==> src/rtl/wdt_consts.svh <==
// constants of the watchdog timer unit: offsets, field positions,
// reset values; included by the package and the top-level design file
`ifndef WDT_CONSTS_SVH
`define WDT_CONSTS_SVH

// register byte offsets inside the unit
`define WDT_OFF_COUNT   8'h94
`define WDT_OFF_RELOAD  8'h98
`define WDT_OFF_RESTART 8'h9C
`define WDT_OFF_CTRL    8'hA0
`define WDT_OFF_FLAG    8'hA4
`define WDT_OFF_FCLR    8'hA8
`define WDT_OFF_CAUSE   8'hAC
`define WDT_OFF_PLEN    8'hB0
`define WDT_OFF_IRQST   8'hB4
`define WDT_OFF_IRQMSK  8'hB8

// control register fields
`define WDT_CTRL_EN     0
`define WDT_CTRL_RSTEN  1
`define WDT_CTRL_INTEN  2
`define WDT_CTRL_MODE   3
`define WDT_CTRL_PS_LO  4
`define WDT_CTRL_PS_HI  5
`define WDT_CTRL_W      6

// reset-cause fields
`define WDT_CAUSE_WDOG  0
`define WDT_CAUSE_SOFT  1

// sticky event bits of the interrupt status register
`define WDT_EVT_TIMEOUT 0
`define WDT_EVT_RESET   1
`define WDT_EVT_W       2

// reset values
`define WDT_RST_COUNT   32'h05B8D800
`define WDT_RST_RELOAD  32'h05B8D800
`define WDT_RST_CTRL    6'h00
`define WDT_RST_CAUSE   2'h0
`define WDT_RST_PLEN    16'h00FF
`define WDT_RST_MASK    2'h0

`endif

==> src/rtl/wdt_pkg.sv <==
// types shared by the watchdog timer unit files
// assumes the constants header sits beside it under rtl/
`include "wdt_consts.svh"

package wdt_pkg;
    // prescale codes of the control register
    typedef enum logic [1:0] {
        WDT_DIV1 = 2'h0,
        WDT_DIV2 = 2'h1,
        WDT_DIV4 = 2'h2,
        WDT_DIV8 = 2'h3
    } wdt_div_t;

    // one bus word
    typedef logic [31:0] wdt_word_t;
endpackage

==> src/rtl/wdt_top.sv <==
// watchdog timer unit: down counter, restart key, two timeout modes,
// reset pulse generator, reset-cause record, irq status and mask
// assumes a classic wishbone master on clk_i and a synchronous
// active-high power-on reset on rst_i; the counter time base is clk_i
//
// The Wishbone register port was chosen for this implementation.
`include "wdt_consts.svh"

module wdt_top #(
    // restart key; value arbitrary
    parameter logic [31:0] RESTART_KEY = 32'h5A5AC3C3
) (
    input  wire logic        clk_i,
    input  wire logic        rst_i,
    // wishbone slave
    input  wire logic        cyc_i,
    input  wire logic        stb_i,
    input  wire logic        we_i,
    input  wire logic [7:0]  adr_i,
    input  wire logic [3:0]  sel_i,
    input  wire logic [31:0] dat_i,
    output logic      [31:0] dat_o,
    output logic             ack_o,
    // system side
    output logic             wdt_rst_o,
    output logic             irq_o
);
    // register state
    logic [31:0] count_r;      // live down counter
    logic [31:0] reload_r;     // value copied on restart
    logic [5:0]  ctrl_r;       // control fields
    logic        flag_r;       // timeout status flag
    logic [1:0]  cause_r;      // reset-cause bits
    logic [15:0] plen_r;       // reset pulse length
    logic [1:0]  irq_st_r;     // sticky event bits
    logic [1:0]  irq_st_nxt;   // their next value
    logic [1:0]  irq_msk_r;    // event mask
    logic [1:0]  irq_msk_nxt;  // mask after this edge
    logic [15:0] pulse_r;      // remaining pulse cycles

    // bus decode
    logic        req;          // access accepted this cycle
    logic        wr;           // accepted write
    logic        rd;           // accepted read
    logic [31:0] wmask;        // byte-lane write mask
    logic        hit_reload;
    logic        hit_restart;
    logic        hit_ctrl;
    logic        hit_fclr;
    logic        hit_cause;
    logic        hit_plen;
    logic        hit_irqst;
    logic        hit_irqmsk;

    // timer events
    logic        tick;         // prescaled count pulse
    logic        key_ok;       // valid restart write
    logic        zero_evt;     // counter reaches zero now
    logic        mode1;        // two-stage mode selected
    logic        trig;         // start a watchdog reset
    logic        irq_evt;      // watchdog interrupt event
    logic        wd_clr;       // soft reset of timer registers

    // a request is served in the cycle after it appears
    assign req = cyc_i && stb_i && !ack_o;
    assign wr  = req && we_i;
    assign rd  = req && !we_i;

    // word indices, sized to the decoded address bits so that every
    // compare and case item is six bits wide like adr_i[7:2]
    localparam logic [5:0] IDX_COUNT   = 6'(`WDT_OFF_COUNT   >> 2);
    localparam logic [5:0] IDX_RELOAD  = 6'(`WDT_OFF_RELOAD  >> 2);
    localparam logic [5:0] IDX_RESTART = 6'(`WDT_OFF_RESTART >> 2);
    localparam logic [5:0] IDX_CTRL    = 6'(`WDT_OFF_CTRL    >> 2);
    localparam logic [5:0] IDX_FLAG    = 6'(`WDT_OFF_FLAG    >> 2);
    localparam logic [5:0] IDX_FCLR    = 6'(`WDT_OFF_FCLR    >> 2);
    localparam logic [5:0] IDX_CAUSE   = 6'(`WDT_OFF_CAUSE   >> 2);
    localparam logic [5:0] IDX_PLEN    = 6'(`WDT_OFF_PLEN    >> 2);
    localparam logic [5:0] IDX_IRQST   = 6'(`WDT_OFF_IRQST   >> 2);
    localparam logic [5:0] IDX_IRQMSK  = 6'(`WDT_OFF_IRQMSK  >> 2);

    // word decode; offsets are byte addresses on word bounds
    // the two low address bits are ignored, so a byte address inside
    // a word still reaches that word
    assign hit_reload  = adr_i[7:2] == IDX_RELOAD;
    assign hit_restart = adr_i[7:2] == IDX_RESTART;
    assign hit_ctrl    = adr_i[7:2] == IDX_CTRL;
    assign hit_fclr    = adr_i[7:2] == IDX_FCLR;
    assign hit_cause   = adr_i[7:2] == IDX_CAUSE;
    assign hit_plen    = adr_i[7:2] == IDX_PLEN;
    assign hit_irqst   = adr_i[7:2] == IDX_IRQST;
    assign hit_irqmsk  = adr_i[7:2] == IDX_IRQMSK;

    // byte lanes turn into a bit mask for partial writes
    assign wmask = {{8{sel_i[3]}}, {8{sel_i[2]}},
                    {8{sel_i[1]}}, {8{sel_i[0]}}};

    // full-word key only
    // the key must arrive whole; a partial write can never match
    assign key_ok = wr && hit_restart && sel_i == 4'hF
                    && dat_i == RESTART_KEY;

    assign mode1 = ctrl_r[`WDT_CTRL_MODE];

    // prescaler runs only while counting is enabled
    wdt_prescaler u_presc (
        .clk_i  (clk_i),
        .rst_i  (rst_i),
        .en_i   (ctrl_r[`WDT_CTRL_EN]),
        .clr_i  (key_ok || wd_clr),
        .div_i  (wdt_pkg::wdt_div_t'(
                  ctrl_r[`WDT_CTRL_PS_HI:`WDT_CTRL_PS_LO])),
        .tick_o (tick)
    );

    // zero is reached when a tick takes the counter from one
    // a counter already at zero stays quiet, so no repeat events
    assign zero_evt = ctrl_r[`WDT_CTRL_EN] && tick
                      && count_r == 32'h1 && !key_ok;

    // event decode per mode
    always_comb begin
        // mode 1 two stages
        // second zero with the flag still standing forces the reset
        if (mode1) begin
            irq_evt = zero_evt && ctrl_r[`WDT_CTRL_INTEN];
            trig    = zero_evt && flag_r
                      && ctrl_r[`WDT_CTRL_RSTEN];
        end else begin
            irq_evt = zero_evt && ctrl_r[`WDT_CTRL_INTEN];
            trig    = zero_evt && ctrl_r[`WDT_CTRL_RSTEN];
        end
    end

    // the watchdog reset re-initialises the timer registers
    // while a pulse is already running no new one is started
    assign wd_clr = trig && pulse_r == 16'h0;

    // counter
    always_ff @(posedge clk_i) begin
        if (rst_i || wd_clr) begin
            count_r <= `WDT_RST_COUNT;
        end else if (key_ok) begin
            count_r <= reload_r;
        end else if (zero_evt) begin
            // mode 1 reloads and keeps going; mode 0 parks at zero
            count_r <= mode1 ? reload_r : 32'h0;
        end else if (ctrl_r[`WDT_CTRL_EN] && tick
                     && count_r != 32'h0) begin
            count_r <= count_r - 32'h1;
        end
        // hold when disabled
        // no branch taken: the counter keeps its value
    end

    // reload value register
    always_ff @(posedge clk_i) begin
        if (rst_i || wd_clr) begin
            reload_r <= `WDT_RST_RELOAD;
        end else if (wr && hit_reload) begin
            reload_r <= (reload_r & ~wmask) | (dat_i & wmask);
        end
    end

    // control register
    always_ff @(posedge clk_i) begin
        if (rst_i || wd_clr) begin
            ctrl_r <= `WDT_RST_CTRL;
        end else if (wr && hit_ctrl && sel_i[0]) begin
            // all five fields sit in the lowest byte
            // prescale code stored
            ctrl_r <= dat_i[`WDT_CTRL_W-1:0];
        end
    end

    // timeout status flag
    always_ff @(posedge clk_i) begin
        if (rst_i || wd_clr) begin
            flag_r <= 1'b0;
        // set at zero
        // a zero in the same cycle as a clear wins: no lost timeout
        end else if (zero_evt) begin
            flag_r <= 1'b1;
        end else if (wr && hit_fclr) begin
            flag_r <= 1'b0;
        end
    end

    // reset-cause register, not cleared by the watchdog reset
    always_ff @(posedge clk_i) begin
        if (rst_i) begin
            cause_r <= `WDT_RST_CAUSE;
        end else begin
            if (wr && hit_cause && sel_i[0]) begin
                cause_r <= dat_i[1:0];
            end
            // mark watchdog reset
            // set wins over a software write in the same cycle
            if (wd_clr) begin
                cause_r[`WDT_CAUSE_WDOG] <= 1'b1;
            end
        end
    end

    // reset pulse length, kept across a watchdog reset
    always_ff @(posedge clk_i) begin
        if (rst_i) begin
            plen_r <= `WDT_RST_PLEN;
        end else if (wr && hit_plen) begin
            plen_r <= (plen_r & ~wmask[15:0])
                      | (dat_i[15:0] & wmask[15:0]);
        end
    end

    // reset pulse generator
    always_ff @(posedge clk_i) begin
        if (rst_i) begin
            pulse_r   <= 16'h0;
            wdt_rst_o <= 1'b0;
        // pulse width count
        // a length of zero still gives one cycle, so a reset is seen
        end else if (wd_clr) begin
            pulse_r   <= (plen_r == 16'h0) ? 16'h1 : plen_r;
            wdt_rst_o <= 1'b1;
        end else begin
            if (pulse_r != 16'h0) begin
                pulse_r <= pulse_r - 16'h1;
            end
            wdt_rst_o <= pulse_r > 16'h1;
        end
    end

    // sticky events: a read of the status register clears them,
    // but an event in the same cycle survives the read
    always_comb begin
        irq_st_nxt = irq_st_r;
        if (rd && hit_irqst) begin
            irq_st_nxt = 2'h0;
        end
        if (irq_evt) begin
            irq_st_nxt[`WDT_EVT_TIMEOUT] = 1'b1;
        end
        if (wd_clr) begin
            irq_st_nxt[`WDT_EVT_RESET] = 1'b1;
        end
    end

    // mask as it stands after this edge, so irq_o follows a mask
    // write in the same cycle as the mask register does
    always_comb begin
        irq_msk_nxt = irq_msk_r;
        if (wr && hit_irqmsk && sel_i[0]) begin
            irq_msk_nxt = dat_i[`WDT_EVT_W-1:0];
        end
    end

    // status and mask, both kept across a watchdog reset
    always_ff @(posedge clk_i) begin
        if (rst_i) begin
            irq_st_r  <= 2'h0;
            irq_msk_r <= `WDT_RST_MASK;
        end else begin
            irq_st_r  <= irq_st_nxt;
            irq_msk_r <= irq_msk_nxt;
        end
    end

    // interrupt line from the next state, so it leaves a flip-flop
    // in step with the status register instead of a cycle behind
    always_ff @(posedge clk_i) begin
        if (rst_i) begin
            irq_o <= 1'b0;
        end else begin
            irq_o <= |(irq_st_nxt & irq_msk_nxt);
        end
    end

    // bus acknowledge: one cycle after the request, then low
    always_ff @(posedge clk_i) begin
        if (rst_i) begin
            ack_o <= 1'b0;
        end else begin
            ack_o <= req;
        end
    end

    // read data, captured with the acknowledge
    // write-only and unmapped words read as zero
    always_ff @(posedge clk_i) begin
        if (rst_i) begin
            dat_o <= 32'h0;
        end else if (rd) begin
            unique case (adr_i[7:2])
                IDX_COUNT:
                    dat_o <= count_r;
                IDX_RELOAD:
                    dat_o <= reload_r;
                IDX_CTRL:
                    dat_o <= {26'h0, ctrl_r};
                IDX_FLAG:
                    dat_o <= {31'h0, flag_r};
                IDX_CAUSE:
                    dat_o <= {30'h0, cause_r};
                IDX_PLEN:
                    dat_o <= {16'h0, plen_r};
                // status shows its value before this read clears it
                IDX_IRQST:
                    dat_o <= {30'h0, irq_st_r};
                IDX_IRQMSK:
                    dat_o <= {30'h0, irq_msk_r};
                default:
                    dat_o <= 32'h0;
            endcase
        end else begin
            // idle bus shows zero rather than stale data
            dat_o <= 32'h0;
        end
    end
endmodule

==> src/rtl/wdt_prescaler.sv <==
// tick generator that divides the counter clock by 1, 2, 4 or 8
// assumes one clock, synchronous active-high reset
module wdt_prescaler (
    input  wire logic             clk_i,
    input  wire logic             rst_i,
    input  wire logic             en_i,
    input  wire logic             clr_i,
    input  wire wdt_pkg::wdt_div_t div_i,
    output logic                  tick_o
);
    logic [2:0] cnt_r;   // cycles since the last tick
    logic [2:0] lim;     // last count before a tick

    // terminal count per prescale code
    always_comb begin
        unique case (div_i)
            wdt_pkg::WDT_DIV1: lim = 3'h0;
            wdt_pkg::WDT_DIV2: lim = 3'h1;
            wdt_pkg::WDT_DIV4: lim = 3'h3;
            wdt_pkg::WDT_DIV8: lim = 3'h7;
        endcase
    end

    // free count, restarted by a reload so a period starts clean
    always_ff @(posedge clk_i) begin
        if (rst_i || clr_i || !en_i) begin
            cnt_r  <= 3'h0;
            tick_o <= 1'b0;
        end else if (cnt_r >= lim) begin
            cnt_r  <= 3'h0;
            tick_o <= 1'b1;
        end else begin
            cnt_r  <= cnt_r + 3'h1;
            tick_o <= 1'b0;
        end
    end
endmodule

==> config.mk <==
export PLATFORM = sky130hd
export DESIGN_NAME = wdt_top
export DESIGN_NICKNAME = d
export VERILOG_FILES = /design/src/rtl/wdt_pkg.sv /design/src/rtl/wdt_top.sv /design/src/rtl/wdt_prescaler.sv
export VERILOG_INCLUDE_DIRS = /design/src /design/src/rtl
export SDC_FILE = /design/constraint.sdc
export NUM_CORES = 1
export LEC_CHECK = 0
export BUFFER_PORTS_ARGS = -buffer_cell sky130_fd_sc_hd__clkbuf_2
export CAP_MARGIN = 20
export CORE_UTILIZATION = 55
export DETAILED_ROUTE_END_ITERATION = 6
export PLACE_DENSITY_LB_ADDON = 0.05
export SLEW_MARGIN = 20
export SYNTH_ARGS = -nofsm -noshare
export SYNTH_HDL_FRONTEND = slang
export SYNTH_SLANG_ARGS = --single-unit
==> constraint.sdc <==
create_clock -name clk_i -period 3.4 [get_ports clk_i]
set_input_delay 0.51 -clock clk_i [delete_from_list [all_inputs] [get_ports clk_i]]
set_output_delay 0.51 -clock clk_i [all_outputs]
set_load 0.05 [all_outputs]
; ---- Yosys cells after proc, flatten, opt, wreduce, memory -nomap -nowiden
; Cells that the tools add are included.
; Widths: inputs -> output; s select.
[totals]
reg_bits = 148
in_bits = 49
output_inout_bits = 35
elab_cells = 113
[op_classes]
add_sub_neg = 3
n_lt_le_gt_ge = 2
n_eq_ne = 16
mux = 20
n_bitwise = 10
n_reduce_logical = 46
[op_table]
columns = cell, count
row1 = $pmux 32 s8, 1
row2 = $mux 32, 4
row3 = $and 32x32->32, 2
row4 = $eq 6x6->1 const B, 10
row5 = $mux 16, 3
row6 = $and 16x16->16, 2
row7 = $eq 32x1->1 const B, 1
row8 = $eq 32x31->1 const B, 1
row9 = $logic_not 16->1, 2
row10 = $not 32->32, 1
row11 = $or 32x32->32, 1
row12 = $reduce_bool 32->1, 1
row13 = $sub 32x1->32 const B, 1
row14 = $logic_and 1x1->1, 26
row15 = $gt 16x1->1 const B, 1
row16 = $not 16->16, 1
row17 = $or 16x16->16, 1
row18 = $reduce_bool 16->1, 1
row19 = $sub 16x1->16 const B, 1
row20 = $pmux 3 s4, 1
row21 = $mux 1, 9
row22 = $reduce_bool 2->1, 3
row23 = $reduce_or 2->1, 3
row24 = $eq 2x2->1 const B, 2
row25 = 11 further kinds, 18

; ---- Logic depth before layout (Yosys ltp)
[logic_depth]
word_depth = 16
mapped_depth = 10
depth_no_buf = 8

; ---- Hierarchy
; A second synthesis with hierarchy kept.
[hier_totals]
hier_cells = 845
hier_area_um2 = 7163.1
[by_module_without_submodules]
columns = mod, n_inst, cells_per_inst, area_per_inst_um2
row1 = wdt_top, 1, 821, 6935.4
row2 = wdt_prescaler, 1, 24, 227.7

; ---- Worst setup path before layout
; Ideal clock, no wire load.
[synth_timing]
path_type = input -> register
startpoint = input dat_i[23]
endpoint = register count_r[7]
arrival_time_ns = 2.824
required_time_ns = 3.321
setup_slack_ns = 0.496
path_stages = 8
n_path_buf = 2
path_cell_list = or4b_4 -> or4_4 -> or4_4 -> buf_6 -> buf_6 -> a21boi_2 -> o21ai_1 -> a211oi_2
[synth_via]
elab_chain_cells = 9
elab_cells_between_ends = 13
[synth_rtl]
columns = element, line_no
row1 = from (decl), wdt_top.sv:21  ; input wire logic [31:0] dat_i,
row2 = $eq 32x31->1 (*), wdt_top.sv:101  ; && dat_i == RESTART_KEY;
row3 = $logic_and 1x1->1 (*), wdt_top.sv:101
row4 = $logic_not 1->1, wdt_top.sv:119  ; && count_r == 32'h1 && !key_ok;
row5 = $logic_and 1x1->1, wdt_top.sv:118  ; assign zero_evt = ctrl_r[`WDT_CTRL_EN] && tick
row6 = $logic_and 1x1->1 (2 in series), wdt_top.sv:127  ; trig = zero_evt && flag_r
row7 = $mux 1, wdt_top.sv:125  ; if (mode1) begin
row8 = $logic_and 1x1->1, wdt_top.sv:137  ; assign wd_clr = trig && pulse_r == 16'h0;
row9 = $logic_or 1x1->1, wdt_top.sv:141  ; if (rst_i || wd_clr) begin
row10 = to (signal assigned), wdt_top.sv:142  ; count_r <= `WDT_RST_COUNT;
row11 = to (signal assigned), wdt_top.sv:144  ; count_r <= reload_r;
row12 = to (signal assigned), wdt_top.sv:147  ; count_r <= mode1 ? reload_r : 32'h0;
row13 = to (decl), wdt_top.sv:29  ; logic [31:0] count_r;
; Every way passes the cells marked *; elsewhere a longest branch is shown, timed or not.
; A chain may end at the register's enable or synchronous reset.

; ---- Final worst setup path
[layout_timing]
startpoint = register count_r[19]
endpoint = register pulse_r[2]
[layout_via]
elab_chain_cells = 8
elab_cells_between_ends = 10
[layout_rtl]
columns = element, line_no
row1 = $eq 32x1->1 (*), wdt_top.sv:119
row2 = $logic_and 1x1->1 (*) (2 in series), wdt_top.sv:118
row3 = $logic_and 1x1->1 (2 in series), wdt_top.sv:127
row4 = $mux 1 (*), wdt_top.sv:125
row5 = $logic_and 1x1->1 (*), wdt_top.sv:137
row6 = $mux 16 or $reduce_bool 2->1 (tied branches), n/a
row7 = to (signal assigned), wdt_top.sv:223  ; pulse_r <= (plen_r == 16'h0) ? 16'h1 : plen_r;
row8 = to (signal assigned), wdt_top.sv:227  ; pulse_r <= pulse_r - 16'h1;
row9 = to (decl), wdt_top.sv:39  ; logic [15:0] pulse_r;
; Marked as above.

==> impl_metrics.tcl <==
set metrics [dict create \
    status "complete, no violations" \
    post-cts-setup-buffers 0 \
    cts_root_buffer "clkbuf_16" \
    post-synth-top-area-cell "dfxtp_1" \
    ys_types 72 \
    syn_inst 851 \
    vias 7044 \
    ir_drop_uv 587 \
    drt_iter0_drc 622 \
    leakagePower_nw 3.44 \
    viasPerCell 6.27 \
    routed_wl_microns 22100 \
    clk_pin_slew_worst_paths_ps 60 \
    place_inst 1092 \
    crit_arrival_ps 3520 \
    cts_tree "done" \
    grt_pass1_wl_microns 35700 \
    gp_congestion 0.896 \
    clock_latency_ps 430 \
    cap_violations 0 \
    hold_path_class "in -> reg" \
    design.core.area_sq_um 12800 \
    worst-path-buf-inv 0 \
    n_antenna_cell 0 \
    crit_chain "or4_1, or2_1, or4_1, nor3_2, o21ai_2, nor3_1" \
    path_class "reg -> reg" \
    synthesis.nets 909 \
    ys_top_cells_by_count "dfxtp_1 (148), nor2_1 (108), nand2_1 (66)" \
    die_x_microns 118 \
    worstSetupStartpointType "flop" \
    cp-end-kind "flop" \
    synth_top_area_share_pct 40.3 \
    fin_skew_ps 10.2 \
    crit_slowest_cell "or4_1" \
    cpPeakStageDelay_ps 710 \
    synth-main-ff-cell "dfxtp_1" \
    crit_path_frequent_cell "or4_1" \
    path_max_fanout 11 \
    dp_hpwl_microns 15800 \
    instances_no_fill 1124 \
    ys_top_cells_by_area "dfxtp_1 (40%), mux2i_1 (7.6%), nor2_1 (5.5%)" \
    synth_edf_count 0 \
    cts_resized 0 \
    rsz0062_at_grt "false" \
    fin_setup_tns_ps 0 \
    synthArstFlopShare_pct 0 \
    path_depth 6 \
    cts_buffers 17 \
    slew_headroom_pct 47.0 \
    drtAntennaViolNets 0 \
    cp.required_ps 3750 \
    dieArea_sq_um 13800 \
    drc_errors 0 \
    antenna_found_initial 0 \
    tightest_slew_ps 794 \
    ys_seq_elements 148 \
    setup_viol 0 \
    cts.sink_count 148 \
    yosysMostFrequentCell "dfxtp_1" \
    finalHoldViolCount 0 \
    rows 41 \
    area_delta_synth_final_pct 17.8 \
    holdPathStages 3 \
    hold_buffers 0 \
    nFillCells 1089 \
    cts_buffer_depth 2 \
    cellPowerDensity_nw_per_um2 523 \
    drive_above_1_share_pct 20.9 \
    cp_top_family "simple AND/OR/NAND/NOR gates" \
    grt_pass1_vias 6773 \
    io_pins 84 \
    finalCritPeriodShare_pct 93.4 \
    drt-pass1-iter-count 7 \
    nets 997 \
    start_util_pct 57.4 \
    wl_per_cell_microns 19.6 \
    overflow 0 \
    r2r_cells 6 \
    track_usage_pct 32.4 \
    portBuffers 81 \
    clock.fmax_mhz 315 \
    synthesis.yosys.warnings 0 \
    grt_start_max_net_pins 33 \
    synth_seq_area_share_pct 40.3 \
    cts.htree.levels 4 \
    min_period_ps 3180 \
    fp.dieH_microns 118 \
    synthesis.area_sq_um 7360 \
    syn_avg_cell_area_sq_um 8.64 \
    slew_violations 0 \
]
-- kinds of logic after synthesis --
group,Yosys count,synth area share (%)
compound gates,202,20.1
xor+xnor,14,1.67
fa+ha+maj,9,1.53
buf+inv,76,4.54
flops,148,40.3
mux,59,8.08
simple gates,343,23.8
-- path summary, 6_finish.rpt --
kind                                    start                     endpoint  slack [ps]
setup / recovery     count_r[19]$_SDFFE_PP1P_      pulse_r[2]$_SDFFE_PP0P_         220
hold / removal                      dat_i[21]                         flop         310
setup reg to reg     count_r[19]$_SDFFE_PP1P_      pulse_r[2]$_SDFFE_PP0P_         220
hold reg to reg   u_presc.cnt_r[0]$_SDFF_PP0_  u_presc.cnt_r[0]$_SDFF_PP0_         450
-- stage by stage --
stage	hold slack (ps)	utilization, %	setup WS, ps	area (sq um)	total power, mW
2_1_floorplan	427	-	496	7360	2.43
3_3_place_gp	443	62.9	185	8070	2.61
3_5_place_dp	446	62.9	110	8070	2.66
4_1_cts	313	67.6	259	8660	4.54
5_1_grt	339	67.6	32.9	8660	4.71
6_report	314	67.6	223	8660	4.53
-- where the power goes --
group | internal (mW) | leakage (nW) | switching, mW
Sequential | 1.81 | 1.20 | 0.0904
Clock | 1.15 | 0.287 | 0.745
Combinational | 0.302 | 1.96 | 0.429
Total | 3.27 | 3.44 | 1.26
-- layout by cell type, fill, tap and decap left out, types with 12 or more instances in the layout --
| cell type | Yosys | routed |
|---|---|---|
| dfxtp_1 | 148 | 148 |
| nor2_1 | 108 | 105 |
| clkbuf_2 | 0 | 81 |
| nand2_1 | 66 | 66 |
| mux2i_1 | 56 | 56 |
| a21oi_1 | 42 | 42 |
| nand3_1 | 37 | 37 |
| buf_4 | 4 | 37 |
| a22oi_1 | 29 | 29 |
| nor3_1 | 26 | 26 |
| inv_1 | 25 | 25 |
| nor4_1 | 22 | 22 |
| o21ai_0 | 22 | 22 |
| clkbuf_16 | 0 | 17 |
| o21ai_1 | 15 | 15 |
| a211oi_2 | 13 | 13 |
| a21boi_2 | 12 | 12 |
-- cell type report --
| cell class | count | area [sq um] | share of cell area (%) |
|---|---|---|---|
| multi-input cells | 627 | 4080 | 47.0 |
| flip-flops and latches | 148 | 2960 | 34.2 |
| clock buffers | 19 | 433 | 5.00 |
| clock inverters | 13 | 160 | 1.85 |
| repair buffers | 120 | 723 | 8.35 |
| well taps | 172 | 215 | 2.48 |
| inverters | 25 | 93.8 | 1.08 |
-- layer usage --
layer  routed length, microns  up-vias  GRT usage (%)
li1                         -     3304              -
met1                     9360     3366           42.2
met2                    10500      318           52.8
met3                     1540       56           5.77
met4                      666        0           13.5
met5                        0        -              0
-- worst min-delay path: stages --
cell	delay (ps)
clkbuf_2	80
mux2i_1	50
nand2_1	60
Power figures use the tool's default switching activity.
